--- config.mk ---
export PLATFORM = sky130hd
export DESIGN_NAME = acr_regs
export DESIGN_NICKNAME = d
export VERILOG_FILES = /design/src/acr_pkg.sv /design/src/acr_regs.sv /design/src/acr_sync.sv
export SDC_FILE = /design/constraint.sdc
export NUM_CORES = 1
export LEC_CHECK = 0
export ABC_AREA = 1
export BUFFER_PORTS_ARGS = -buffer_cell sky130_fd_sc_hd__clkbuf_2
export CAP_MARGIN = 25
export CORE_ASPECT_RATIO = 1.75
export CORE_UTILIZATION = 40
export DETAILED_ROUTE_END_ITERATION = 10
export GPL_TIMING_DRIVEN = 0
export MAX_ROUTING_LAYER = met4
export PLACE_DENSITY = 0.57
export SLEW_MARGIN = 0
export SYNTH_ARGS = -nofsm -noshare
export SYNTH_HDL_FRONTEND = slang
export SYNTH_SLANG_ARGS = --single-unit
--- constraint.sdc ---
create_clock -name clk -period 8.3 [get_ports clk]
set_input_delay 0.415 -clock clk [delete_from_list [all_inputs] [get_ports clk]]
set_output_delay 0.415 -clock clk [all_outputs]
set_load 0.02 [all_outputs]
--- src/acr_pkg.sv ---
/*
  Constants, register map, field layout and state encoding of the measurement
  result and data-line driver register bank.
  Assumes one 125 MHz clock domain and a host reaching the bank over a
  two-wire serial port whose pins pass through synchronisers in the top.
*/
package acr_pkg;

  // --------------------------------------------------------------------------
  // Register offsets (high byte at the printed offset, low byte at +1)
  // --------------------------------------------------------------------------
  localparam logic [7:0] OFF_THERM      = 8'h3F;
  localparam logic [7:0] OFF_DIE        = 8'h41;
  localparam logic [7:0] OFF_POS_LINE   = 8'h43;
  localparam logic [7:0] OFF_NEG_LINE   = 8'h45;
  localparam logic [7:0] OFF_DRV_CTRL   = 8'h47;
  localparam logic [7:0] ADDR_STEP      = 8'h01;

  // --------------------------------------------------------------------------
  // Reset values and result limits
  // --------------------------------------------------------------------------
  localparam logic [15:0] RESULT_RESET  = 16'h0000;
  localparam logic [7:0]  DRV_RESET     = 8'h00;
  localparam logic [15:0] THERM_MAX     = 16'h03FF;  // 1023 steps of 1/1024
  localparam logic [15:0] DIE_MIN       = 16'hFFB0;  // -80 half degrees
  localparam logic [15:0] DIE_MAX       = 16'h012C;  // 300 half degrees
  localparam logic [15:0] LINE_MAX      = 16'h0E10;  // 3600 mV

  // --------------------------------------------------------------------------
  // Driver control field layout and codes
  // --------------------------------------------------------------------------
  localparam int          POS_LSB       = 5;
  localparam int          NEG_LSB       = 2;
  localparam int          LVL_W         = 3;
  localparam logic [2:0]  DRV_HIGH_IMPEDANCE = 3'h0;
  localparam logic [2:0]  DRV_SHORT     = 3'h7;

  // --------------------------------------------------------------------------
  // Serial port
  // --------------------------------------------------------------------------
  localparam logic [6:0]  DEV_ADDR      = 7'h2A;     // Arbitrary value
  localparam logic [3:0]  BITS_PER_BYTE = 4'h8;
  localparam logic [7:0]  UNMAPPED_READ = 8'h00;

  typedef enum logic [2:0] {
    ST_IDLE, ST_ADDR, ST_ADDR_ACK, ST_WREG, ST_WACK, ST_WDATA, ST_RDATA, ST_RACK
  } acr_state_e;

endpackage : acr_pkg

--- src/acr_regs.sv ---
/*
  Measurement result and data-line driver register bank with its two-wire
  serial slave port. Results come from the converter with one load pulse
  per channel and are limited to their ranges before storage.
  Assumes converter results arrive on clk; the serial pins are asynchronous.
*/
`timescale 1ns/1ps
module acr_regs (
  // Clock and reset
  input  wire logic        clk,
  input  wire logic        rstn,
  // Serial port pins (open drain data)
  input  wire logic        scl_in,
  input  wire logic        sda_in,
  output logic             sda_out,
  output logic             sda_oe,
  // Converter results
  input  wire logic [3:0]  result_load,
  input  wire logic [15:0] thermistor_ratio_result,
  input  wire logic [15:0] die_temperature_result,
  input  wire logic [15:0] positive_line_voltage_result,
  input  wire logic [15:0] negative_line_voltage_result,
  // Line drivers
  output logic [2:0]       positive_line_drive_level,
  output logic [2:0]       negative_line_drive_level,
  output logic             line_short
);
  import acr_pkg::*;

  typedef struct packed {
    logic        scl_q;
    logic        sda_q;
    acr_state_e  state;
    logic [3:0]  bitcnt;
    logic [7:0]  shreg;
    logic [7:0]  txbyte;
    logic [7:0]  shadow;
    logic [7:0]  ptr;
    logic        rw;
    logic        oe;
    logic [15:0] therm;
    logic [15:0] die;
    logic [15:0] pos;
    logic [15:0] neg;
    logic [7:0]  drv;
    logic [2:0]  pos_level;
    logic [2:0]  neg_level;
    logic        short_q;
  } acr_regs_s;

  acr_regs_s   st;
  acr_regs_s   next_st;
  logic        rst_sync_n;
  logic [1:0]  pins_s;
  logic        scl_s;
  logic        sda_s;

  // --------------------------------------------------------------------------
  // Reset release and pin synchronisers
  // --------------------------------------------------------------------------
  acr_sync #(.W(1)) u_rst_sync (
    .clk  (clk),
    .rstn (rstn),
    .d    (1'b1),
    .q    (rst_sync_n)
  );

  acr_sync #(.W(2)) u_pin_sync (
    .clk  (clk),
    .rstn (rst_sync_n),
    .d    ({scl_in, sda_in}),
    .q    (pins_s)
  );

  assign scl_s = pins_s[1];
  assign sda_s = pins_s[0];

  // Limit an unsigned reading to its full scale
  function automatic logic [15:0] clamp_u(input logic [15:0] v, input logic [15:0] mx);
    clamp_u = (v > mx) ? mx : v;
  endfunction : clamp_u

  // --------------------------------------------------------------------------
  // Next state
  // --------------------------------------------------------------------------
  always_comb begin
    logic       rise;
    logic       fall;
    logic       start;
    logic       stop;
    logic [7:0] rd;
    rise  = scl_s & ~st.scl_q;
    fall  = ~scl_s & st.scl_q;
    start = scl_s & st.scl_q & st.sda_q & ~sda_s;
    stop  = scl_s & st.scl_q & ~st.sda_q & sda_s;
    rd    = UNMAPPED_READ;
    next_st = st;
    next_st.scl_q = scl_s;
    next_st.sda_q = sda_s;

    // Result capture with range limits
    if (result_load[0]) begin
      next_st.therm = clamp_u(thermistor_ratio_result, THERM_MAX);
    end
    if (result_load[1]) begin
      if ($signed(die_temperature_result) < $signed(DIE_MIN)) begin
        next_st.die = DIE_MIN;
      end else if ($signed(die_temperature_result) > $signed(DIE_MAX)) begin
        next_st.die = DIE_MAX;
      end else begin
        next_st.die = die_temperature_result;
      end
    end
    if (result_load[2]) begin
      next_st.pos = clamp_u(positive_line_voltage_result, LINE_MAX);
    end
    if (result_load[3]) begin
      next_st.neg = clamp_u(negative_line_voltage_result, LINE_MAX);
    end

    // Driver outputs follow the control fields, except that a negative field of DRV_SHORT gives DRV_HIGH_IMPEDANCE
    next_st.pos_level = st.drv[POS_LSB +: LVL_W];
    next_st.short_q   = (st.drv[POS_LSB +: LVL_W] == DRV_SHORT);
    next_st.neg_level = (st.drv[NEG_LSB +: LVL_W] == DRV_SHORT) ?
                        DRV_HIGH_IMPEDANCE : st.drv[NEG_LSB +: LVL_W];

    // Read data; a high byte read snapshots the low byte
    unique case (st.ptr)
      OFF_THERM:              rd = st.therm[15:8];
      OFF_DIE:                rd = st.die[15:8];
      OFF_POS_LINE:           rd = st.pos[15:8];
      OFF_NEG_LINE:           rd = st.neg[15:8];
      OFF_THERM + ADDR_STEP,
      OFF_DIE + ADDR_STEP,
      OFF_POS_LINE + ADDR_STEP,
      OFF_NEG_LINE + ADDR_STEP: rd = st.shadow;
      OFF_DRV_CTRL:           rd = st.drv;
      default:                rd = UNMAPPED_READ;
    endcase

    // Serial slave
    if (start) begin
      next_st.state  = ST_ADDR;
      next_st.bitcnt = 4'h0;
      next_st.oe     = 1'b0;
    end else if (stop) begin
      next_st.state = ST_IDLE;
      next_st.oe    = 1'b0;
    end else if (rise) begin
      unique case (st.state)
        ST_ADDR, ST_WREG, ST_WDATA: begin
          next_st.shreg  = {st.shreg[6:0], sda_s};
          next_st.bitcnt = st.bitcnt + 4'h1;
        end
        ST_RDATA: next_st.bitcnt = st.bitcnt + 4'h1;
        ST_RACK:  if (sda_s) next_st.state = ST_IDLE; // Host ended the read
        default: ;
      endcase
    end else if (fall) begin
      unique case (st.state)
        ST_ADDR: if (st.bitcnt == BITS_PER_BYTE) begin
          if (st.shreg[7:1] == DEV_ADDR) begin
            next_st.oe    = 1'b1;
            next_st.rw    = st.shreg[0];
            next_st.state = ST_ADDR_ACK;
          end else begin
            next_st.state = ST_IDLE;
          end
        end
        ST_ADDR_ACK, ST_RACK: begin
          next_st.bitcnt = 4'h0;
          if (st.rw) begin
            next_st.txbyte = rd;
            next_st.oe     = ~rd[7];
            next_st.ptr    = st.ptr + ADDR_STEP;
            next_st.state  = ST_RDATA;
            unique case (st.ptr)
              OFF_THERM:    next_st.shadow = st.therm[7:0];
              OFF_DIE:      next_st.shadow = st.die[7:0];
              OFF_POS_LINE: next_st.shadow = st.pos[7:0];
              OFF_NEG_LINE: next_st.shadow = st.neg[7:0];
              default: ;
            endcase
          end else begin
            next_st.oe    = 1'b0;
            next_st.state = ST_WREG;
          end
        end
        ST_WREG, ST_WDATA: if (st.bitcnt == BITS_PER_BYTE) begin
          next_st.oe    = 1'b1;
          next_st.state = ST_WACK;
          if (st.state == ST_WREG) begin
            next_st.ptr = st.shreg;
          end else begin
            next_st.ptr = st.ptr + ADDR_STEP;
            if (st.ptr == OFF_DRV_CTRL) begin
              next_st.drv = st.shreg;
            end
          end
        end
        ST_WACK: begin
          next_st.oe     = 1'b0;
          next_st.bitcnt = 4'h0;
          next_st.state  = ST_WDATA;
        end
        ST_RDATA: if (st.bitcnt == BITS_PER_BYTE) begin
          next_st.oe    = 1'b0;
          next_st.state = ST_RACK;
        end else begin
          next_st.txbyte = {st.txbyte[6:0], 1'b0};
          next_st.oe     = ~st.txbyte[6];
        end
        default: ;
      endcase
    end
  end

  // --------------------------------------------------------------------------
  // State register
  // --------------------------------------------------------------------------
  always_ff @(posedge clk or negedge rst_sync_n) begin
    if (!rst_sync_n) begin
      st <= '0;
    end else begin
      st <= next_st;
    end
  end

  assign sda_out                   = 1'b0;
  assign sda_oe                    = st.oe;
  assign positive_line_drive_level = st.pos_level;
  assign negative_line_drive_level = st.neg_level;
  assign line_short                = st.short_q;
endmodule : acr_regs

--- src/acr_sync.sv ---
/*
  Two flip-flop level synchroniser, one lane per bit.
  Assumes the inputs are levels from outside the clock domain; the first
  stage is read by the second stage only.
*/
`timescale 1ns/1ps
module acr_sync #(
  parameter int W = 1
) (
  // Clock and reset
  input  wire logic         clk,
  input  wire logic         rstn,
  // Levels
  input  wire logic [W-1:0] d,
  output logic      [W-1:0] q
);

  // --------------------------------------------------------------------------
  // Per-bit two stage chain
  // --------------------------------------------------------------------------
  genvar i;
  generate
    for (i = 0; i < W; i++) begin : g_lane
      logic stage1;
      always_ff @(posedge clk or negedge rstn) begin
        if (!rstn) begin
          stage1 <= 1'b0;
          q[i]   <= 1'b0;
        end else begin
          stage1 <= d[i];
          q[i]   <= stage1;
        end
      end
    end
  endgenerate

endmodule : acr_sync

## Word level (Yosys, flattened, before mapping)

Cells that the tools add are included.
W data, S select, Z words.

- $add $sub $neg: 2
- Magnitude comparators: 5
- Equal/unequal tests: 34
- Mux-type cells: 43
- Bitwise operators: 17
- Reductions and logical operators: 24

Operators with widths:

| cell | number |
|---|---|
| $mux W16 | 5 |
| $eq A8 B7 Y1 const B | 8 |
| $mux W26 | 2 |
| $mux W8 | 6 |
| $pmux W8 S6 | 1 |
| $mux W37 | 1 |
| $reduce_and A7 Y1 | 5 |
| $gt A16 B10 Y1 const B | 2 |
| $gt A16 B12 Y1 const B | 2 |
| $pmux W8 S2 | 2 |
| $pmux W8 S4 | 1 |
| $mux W24 | 1 |
| $mux W3 | 8 |
| $mux W7 | 3 |
| $eq A3 B3 Y1 const B | 6 |
| $lt A16 B8 Y1 const B | 1 |
| $ne A5 B5 Y1 const B | 3 |
| $pmux W3 S5 | 1 |
| $ne A4 B4 Y1 const B | 3 |
| $not A1 Y1 | 10 |
| $reduce_bool A3 Y1 | 3 |
| $add A8 B1 Y8 const B | 1 |
| $eq A8 B6 Y1 const B | 1 |
| $mux W4 | 2 |
| other kinds (23) | 47 |

- Register bits after elaboration: 128
- Input port bits: 72

## Longest topological paths before layout

Gate-level depths: netlist of the first run.

- Depth after elaboration: 10
- Gate-level depth with buffers: 11
- Gate-level depth less buffers: 11

## By module

Synthesis of the first run repeated with hierarchy kept, for this count alone.

- Cells, all modules: 836
- Area, all modules: 6,434.9 um^2

By module, submodules not included:

| module | times used | cells an instance | area an instance (um^2) |
|---|---|---|---|
| acr_regs | 1 | 830 | 6,284.8 |
| acr_sync at u_pin_sync | 1 | 4 | 100.1 |
| acr_sync at u_rst_sync | 1 | 2 | 50.0 |

## Least setup slack after synthesis of the first run

No wires, ideal clock.

- Path type: register to register
- From: register st[81] (netlist name)
- To: register st[97] (netlist name)
- Setup time: 116 ps
- Data arrival time: 1,530 ps
- Setup slack: 6,654 ps
- Cell stages (with the launch flop): 11
- Period minus slack after synthesis: 1,646 ps
- Cell sequence: dfrtp_1 > inv_1 > ha_1 > or2_2 > clkbuf_1 > nand2_1 > nand2_1 > o21ai_1 > inv_2 > nand2_1 > nand2_1

- Word-level cells in the longest chain between the ends: 5
- Elaborated cells on any way between the ends: 13
- Those cells by class: eq/ne (9); mux (3); reduce/logical (1)

Ends and longest elaborated chain:

| element | line | source |
|---|---|---|
| start, declared | acr_regs.sv:51 | `acr_regs_s st;` |
| start signal, assigned | acr_regs.sv:225 | `st <= next_st;` |
| $eq A8 B7 Y1 | acr_regs.sv:128 | `unique case (st.ptr)` |
| $reduce_or A4 Y1 | acr_regs.sv:128 |  |
| $pmux W8 S6 * | acr_regs.sv:128 |  |
| $mux W24 * | acr_regs.sv:172 | `if (st.rw) begin` |
| $pmux W8 S2 * | acr_regs.sv:160 | `unique case (st.state)` |

Mark *: on every way between the ends. The rest lies on a longest branch, timed or not. The select of a mux whose other input is x is not followed.
A chain may end at the register's enable or synchronous reset.

## Worst setup path in the final report of the first run

Same ends and word-level chain as after synthesis.

==> impl_metrics.json, run 1 <==
{
  "combPwrFrac_pct": 10.8,
  "grt_pass1_vias": 5727,
  "antenna_found_initial": 0,
  "drv_cap": 0,
  "initial_core_util_pct": 41.32,
  "r2r_start": "st[81]",
  "synth_top_cell_area_share_pct": 49.74,
  "syn_inst": 828,
  "layout.nets": 1003,
  "rr_worst_depth": 10,
  "tns_ns": 0,
  "ys_ff_latch": 127,
  "via_per_inst": 4.858,
  "cts_buffer_depth": 2,
  "dpl.hpwl_um": 12590,
  "std_cell_rows": 60,
  "p_clk_share_pct": 45.4,
  "cp-start-kind": "register",
  "layout_setup_ws_ns": 6.294,
  "die-area_um2": 16500,
  "finalSetupViolations": 0,
  "yosysSeqAreaShare_pct": 49.74,
  "drtIter0Drc": 256,
  "path_class": "reg2reg",
  "async_flop_share_pct": 100.0,
  "cts_root_buffer": "clkbuf_16",
  "vias": 5460,
  "critPathCaptureType": "register",
  "clock_skew_ns": 0.008035,
  "powerDensity_nw_per_um2": 215.1,
  "min-delay-start": "scl_in",
  "fp.dieW_um": 97.54,
  "rsz0062_at_grt": "false",
  "synth_cell_type_count": 38,
  "numPortBuffers": 76,
  "fin_crit_sh_pct": 24.17,
  "reg2reg_slack_ns": 6.29,
  "post_cts_buffers": 0,
  "hold_viol": 0,
  "grt-ovfl-total": 0,
  "core_um2": 15460,
  "drive_gt1_share_pct": 16.95,
  "period_needed_ns": 2.006,
  "finalWirelength_um": 16320,
  "post_drt_wl_per_cell_um": 14.52,
  "fillers": 1574,
  "drtPass1Iterations": 4,
  "ys.flop_type": "dfrtp_1",
  "critPathLaunch": "st[81]",
  "p_int_mw": 1.192,
  "mostFrequentLayoutCells": "nand2_1, dfrtp_1, inv_1",
  "arrival_ns": 2.33,
  "cts_tree": "built",
  "multiInputGateArea_um2": 2651,
  "cts_max_level": 4,
  "avgSynthCellArea_um2": 7.717,
  "tightestPinTransition_ns": 0.8228,
  "leakage_nw": 3.842,
  "cts.sinks": 127,
  "clkTransAtPathRegs_ns": 0.06,
  "grt_usage_pct": 21.88,
  "outcome": "finished, final reports clean",
  "critPathRequiredTime_ns": 8.62,
  "hold_depth": 1,
  "syn_to_final_growth_pct": 19.35,
  "path_max_fanout": 9,
  "grt_pass1_wl_um": 26950,
  "ys_top_cells_by_area": "dfrtp_1, nand2_1, inv_1",
  "worstSkewPairLatency_ns": 0.43,
  "ys_warn_count": 0,
  "max_freq_mhz": 498.4,
  "die_height_um": 169.2,
  "synth_edf_count": 0,
  "switching_share_pct": 27.35,
  "ant_nets": 0,
  "synth_nets": 906,
  "switchingPower_uw": 448.5,
  "io-pin-count": 81,
  "hp-class": "in2reg",
  "netlist_area_um2": 6390,
  "yosys.area.top_type": "dfrtp_1",
  "p_seq_share_pct": 43.7,
  "slew_headroom_pct": 45.15,
  "layout_commonest_cell": "nand2_1",
  "cts_made_buffers": 17,
  "ir_worst_vdd_uv": 137.1,
  "place_ws_ns": 6.299,
  "grt_max_degree": 66,
  "remaining_drc_errors": 0,
  "finalPower_mw": 1.640,
  "drv_slew": 0,
  "diodes": 0,
  "register_area_um2": 3182,
  "gp_congestion": 0.9112
}
## sequential cells by signal, indices dropped and copies added, names as in the netlist
signal	cells
u_pin_sync.g_lane.stage1	2
st	110
line_short	1
u_pin_sync.q	2
u_rst_sync.g_lane.stage1	1
positive_line_drive_level	3
u_rst_sync.q	1
next_st	3
negative_line_drive_level	3
sda_oe	1
## path summary, 6_finish.rpt
path | endpoint
worst min register to register | u_pin_sync.q[0]
worst min-delay path | u_pin_sync.g_lane[1].stage1
max in group asynchronous | st[88]
min in group asynchronous | u_rst_sync.q
worst max register to register | st[97]
worst max-delay path | st[97]
## cells by family (layout without fill, tap and decap cells)
logic type      Yosys count  count (layout)  synth area share [%]
xor+xnor                  3               3                0.4113
flops                   127             127                 49.74
buf+inv                 138             248                 8.772
simple gates            410             410                 27.96
other cells               2               2                0.1175
compound gates          142             142                 11.83
fa+ha+maj                 6               6                 1.175
## worst max-delay path, stage by stage (launching register included)
cell      delay [ns]
dfrtp_1         0.42
inv_1           0.10
ha_1            0.19
or2_2           0.29
clkbuf_1        0.20
nand3_1         0.13
nand2_1         0.06
nor2_1          0.16
nand3_1         0.19
nand2_1         0.11
nand2_1         0.05
## timing repair
action,4_1_cts,5_1_grt
hold buffers,1,0
endpoints found under the hold margin,2,0
resized for setup,0,0
## layout make-up
cell class | count | share of cell area (%)
buffer | 21 | 1.591
timing repair buffer | 78 | 5.480
clock buffer | 21 | 5.906
clock inverter | 11 | 1.723
inverter | 117 | 5.759
sequential | 127 | 41.72
tap | 186 | 3.052
multi-input combinational | 563 | 34.77
## stage by stage
step / util [%] / hold WS, ns / area (um2) / std cells
final: 49.31 / 0.09013 / 7626 / 1124
after global routing: 49.31 / 0.08638 / 7626 / 1124
after global placement: 45.28 / 0.2005 / 7003 / 1090
after floorplan: - / 0.1194 / 6390 / 828
after CTS: 49.31 / 0.08462 / 7626 / 1124
after detailed placement: 45.49 / 0.2039 / 7034 / 1091
## power groups by stage
stage / registers [mW] / clock network [mW] / logic, mW
final: 0.717 / 0.745 / 0.178
after global placement: 0.734 / 0 / 0.170
after global routing: 0.726 / 0.782 / 0.209
after floorplan: 0.720 / 0 / 0.120
after detailed placement: 0.729 / 0 / 0.179
after CTS: 0.718 / 0.755 / 0.181
## layer usage
metal / wire (um) / vias up / part of all wire, % / GRT usage (%)
met5: 0 / - / 0 / -
met3: 353 / 50 / 2.2 / 3.130
met1: 5955 / 2498 / 36 / 20.78
li1: - / 2814 / - / -
met2: 9140 / 98 / 56 / 40.77
met4: 871 / 0 / 5.3 / 13.87
## cells in the mapped netlist, drive strengths merged, types with 7 or more instances
cell and count:
clkbuf 10, dfrtp 127, nand2 245, nand4 8, a21oi 25, nor3 7, nand3 40, inv 116
nor2 100, o22ai 19, buf 11, o21ai 90
No activity file was read; power rests on OpenSTA's default activity.
==> run 2, diff against run 1 <==
==> constraint.sdc (replaced) <==
create_clock -name clk -period 1.9 [get_ports clk]
set_input_delay 0.095 -clock clk [delete_from_list [all_inputs] [get_ports clk]]
set_output_delay 0.095 -clock clk [all_outputs]
set_load 0.02 [all_outputs]
==> impl_metrics.json, run 2 (same netlist as run 1, synthesis figures left out) <==
{
  "drv_slew": 0,
  "worstSkewPairLatency_ns": 0.43,
  "cp_top_family": "simple AND/OR/NAND/NOR gates",
  "die-area_um2": 16500,
  "tightestPinTransition_ns": 0.5895,
  "layout_setup_ws_ns": 0.1208,
  "post-route-util_pct": 52.65,
  "timing.rr.end": "st[97]",
  "syn_to_final_growth_pct": 27.43,
  "cts_buffer_depth": 2,
  "finalPower_mw": 7.285,
  "path_cells": "ha_1, inv_1, nor2_2, nand2_4, inv_2, nand2_1, o21ai_1, nor2_2, nand3_2, nand2_1, nand2_1",
  "met1_length_um": 6107,
  "numPortBuffers": 76,
  "mostFrequentLayoutCells": "nand2_1, dfrtp_1, inv_1",
  "min-delay-start": "result_load[1]",
  "antenna_found_initial": 0,
  "grt_pass1_vias": 5735,
  "vias": 5659,
  "cp-start-kind": "register",
  "worstHoldEndpoint": "st[55]",
  "hold_depth": 4,
  "layout_commonest_cell": "nand2_1",
  "initial_core_util_pct": 41.32,
  "tns_ns": 0,
  "period_needed_ns": 1.779,
  "holdWs_ns": 0.009523,
  "grt_pass1_wl_um": 27290,
  "final_area_um2": 8143,
  "remaining_drc_errors": 0,
  "outcome": "finished, final reports clean",
  "diodes": 0,
  "largest_reg_flops": 110,
  "std_cell_rows": 60,
  "finalSetupViolations": 0,
  "cts.sinks": 127,
  "slowest_delay_ns": 0.42,
  "dpl.hpwl_um": 12660,
  "fillers": 1540,
  "via_per_inst": 4.837,
  "critPathRequiredTime_ns": 2.21,
  "grt-ovfl-total": 0,
  "path_class": "reg2reg",
  "finalWirelength_um": 16740,
  "drv_cap": 0,
  "cts_made_buffers": 17,
  "final_cells": 1170,
  "core_um2": 15460,
  "ir_worst_vdd_uv": 485.3,
  "crit_buf_inv": 2,
  "reg2reg_slack_ns": 0.12,
  "leakage_nw": 4.058,
  "rr_worst_depth": 11,
  "r2r_start": "st[81]",
  "arrival_ns": 2.09,
  "crit_slowest_cell": "dfrtp_1",
  "grt_max_degree": 50,
  "max_freq_mhz": 562.1,
  "hp-class": "in2reg",
  "io-pin-count": 81,
  "clock_skew_ns": 0.01169,
  "clkTransAtPathRegs_ns": 0.06,
  "cts_root_buffer": "clkbuf_16",
  "critPathCaptureType": "register",
  "wl_met2_um": 9425,
  "route.met3.wl_um": 374,
  "drtIter0Drc": 214,
  "ant_nets": 0,
  "layout.nets": 1049,
  "cp_common_cell": "nand2_1",
  "fp.dieW_um": 97.54,
  "drive_gt1_share_pct": 17.89,
  "hold_viol": 0,
  "placed_area_um2": 7062,
  "cts_max_level": 4,
  "path_max_fanout": 9,
  "cts_tree": "built",
  "gp_congestion": 0.9012,
  "regMostFlops": "st",
  "powerDensity_nw_per_um2": 894.7,
  "slew_headroom_pct": 60.44,
  "drtPass1Iterations": 5,
  "place_ws_ns": -0.09463,
  "post_drt_wl_per_cell_um": 14.31,
  "grt_usage_pct": 22.03,
  "top_layer": "met4",
  "rsz0062_at_grt": "true",
  "fin_crit_sh_pct": 93.64,
  "die_height_um": 169.2,
  "dp.cells": 1092
}
==> run 2: cell types whose count changed in the layout (fill, tap and decap cells not counted), sizes merged <==
cell	previous run	this run
dlygate4sd3	1	43
buf	12	17
clkbuf	107	103
clkinv	3	6
==> run 2: tightest hold or removal path, cell delays in order <==
cell and delay, ns:
clkbuf_2 0.11, or2_2 0.11, nand2_1 0.04, inv_1 0.04
==> run 2: what timing repair did <==
item | 4_1_cts | 5_1_grt
setup endpoints to repair | 4 | 31
buffers inserted | 0 | 4
hold buffers | 43 | 0
endpoints found under the hold margin | 43 | 0
cloned | 0 | 0
pin swaps | 0 | 1
resized for setup | 6 | 8
==> run 2: worst max-delay path by stage <==
stage	start	end	slack (ns)	cells past startpoint
6_report	st[81]	st[97]	0.12	11
4_1_cts	st[113]	st[85]	0.001	10
2_1_floorplan	st[81]	st[97]	0.25	10
5_1_grt	st[114]	st[85]	-0.04	10
3_3_place_gp	st[81]	st[97]	-0.09	10
3_5_place_dp	st[81]	st[97]	-0.09	10
==> run 2: report_power, final <==
group          internal, mW  total, mW  switching (mW)
Combinational         0.370      0.896           0.526
Sequential             2.94       3.12           0.176
Clock                  1.96       3.27            1.31
Total                  5.27       7.29            2.02
==> run 2: metal layers <==
layer	vias to the layer above	global-route usage [%]
met3	38	3.501
li1	2916	-
met2	96	41.78
met5	-	-
met4	0	11.89
met1	2609	20.93
==> run 2: cell type report <==
type	count	area, um2	area share (%)
sequential	127	3182	39.07
multi-input combinational	563	2681	32.93
timing repair buffer	125	895.9	11.00
inverter	117	442.9	5.439
clock buffer	18	429.2	5.270
tap	186	232.7	2.858
clock inverter	14	157.7	1.936
buffer	20	121.4	1.490
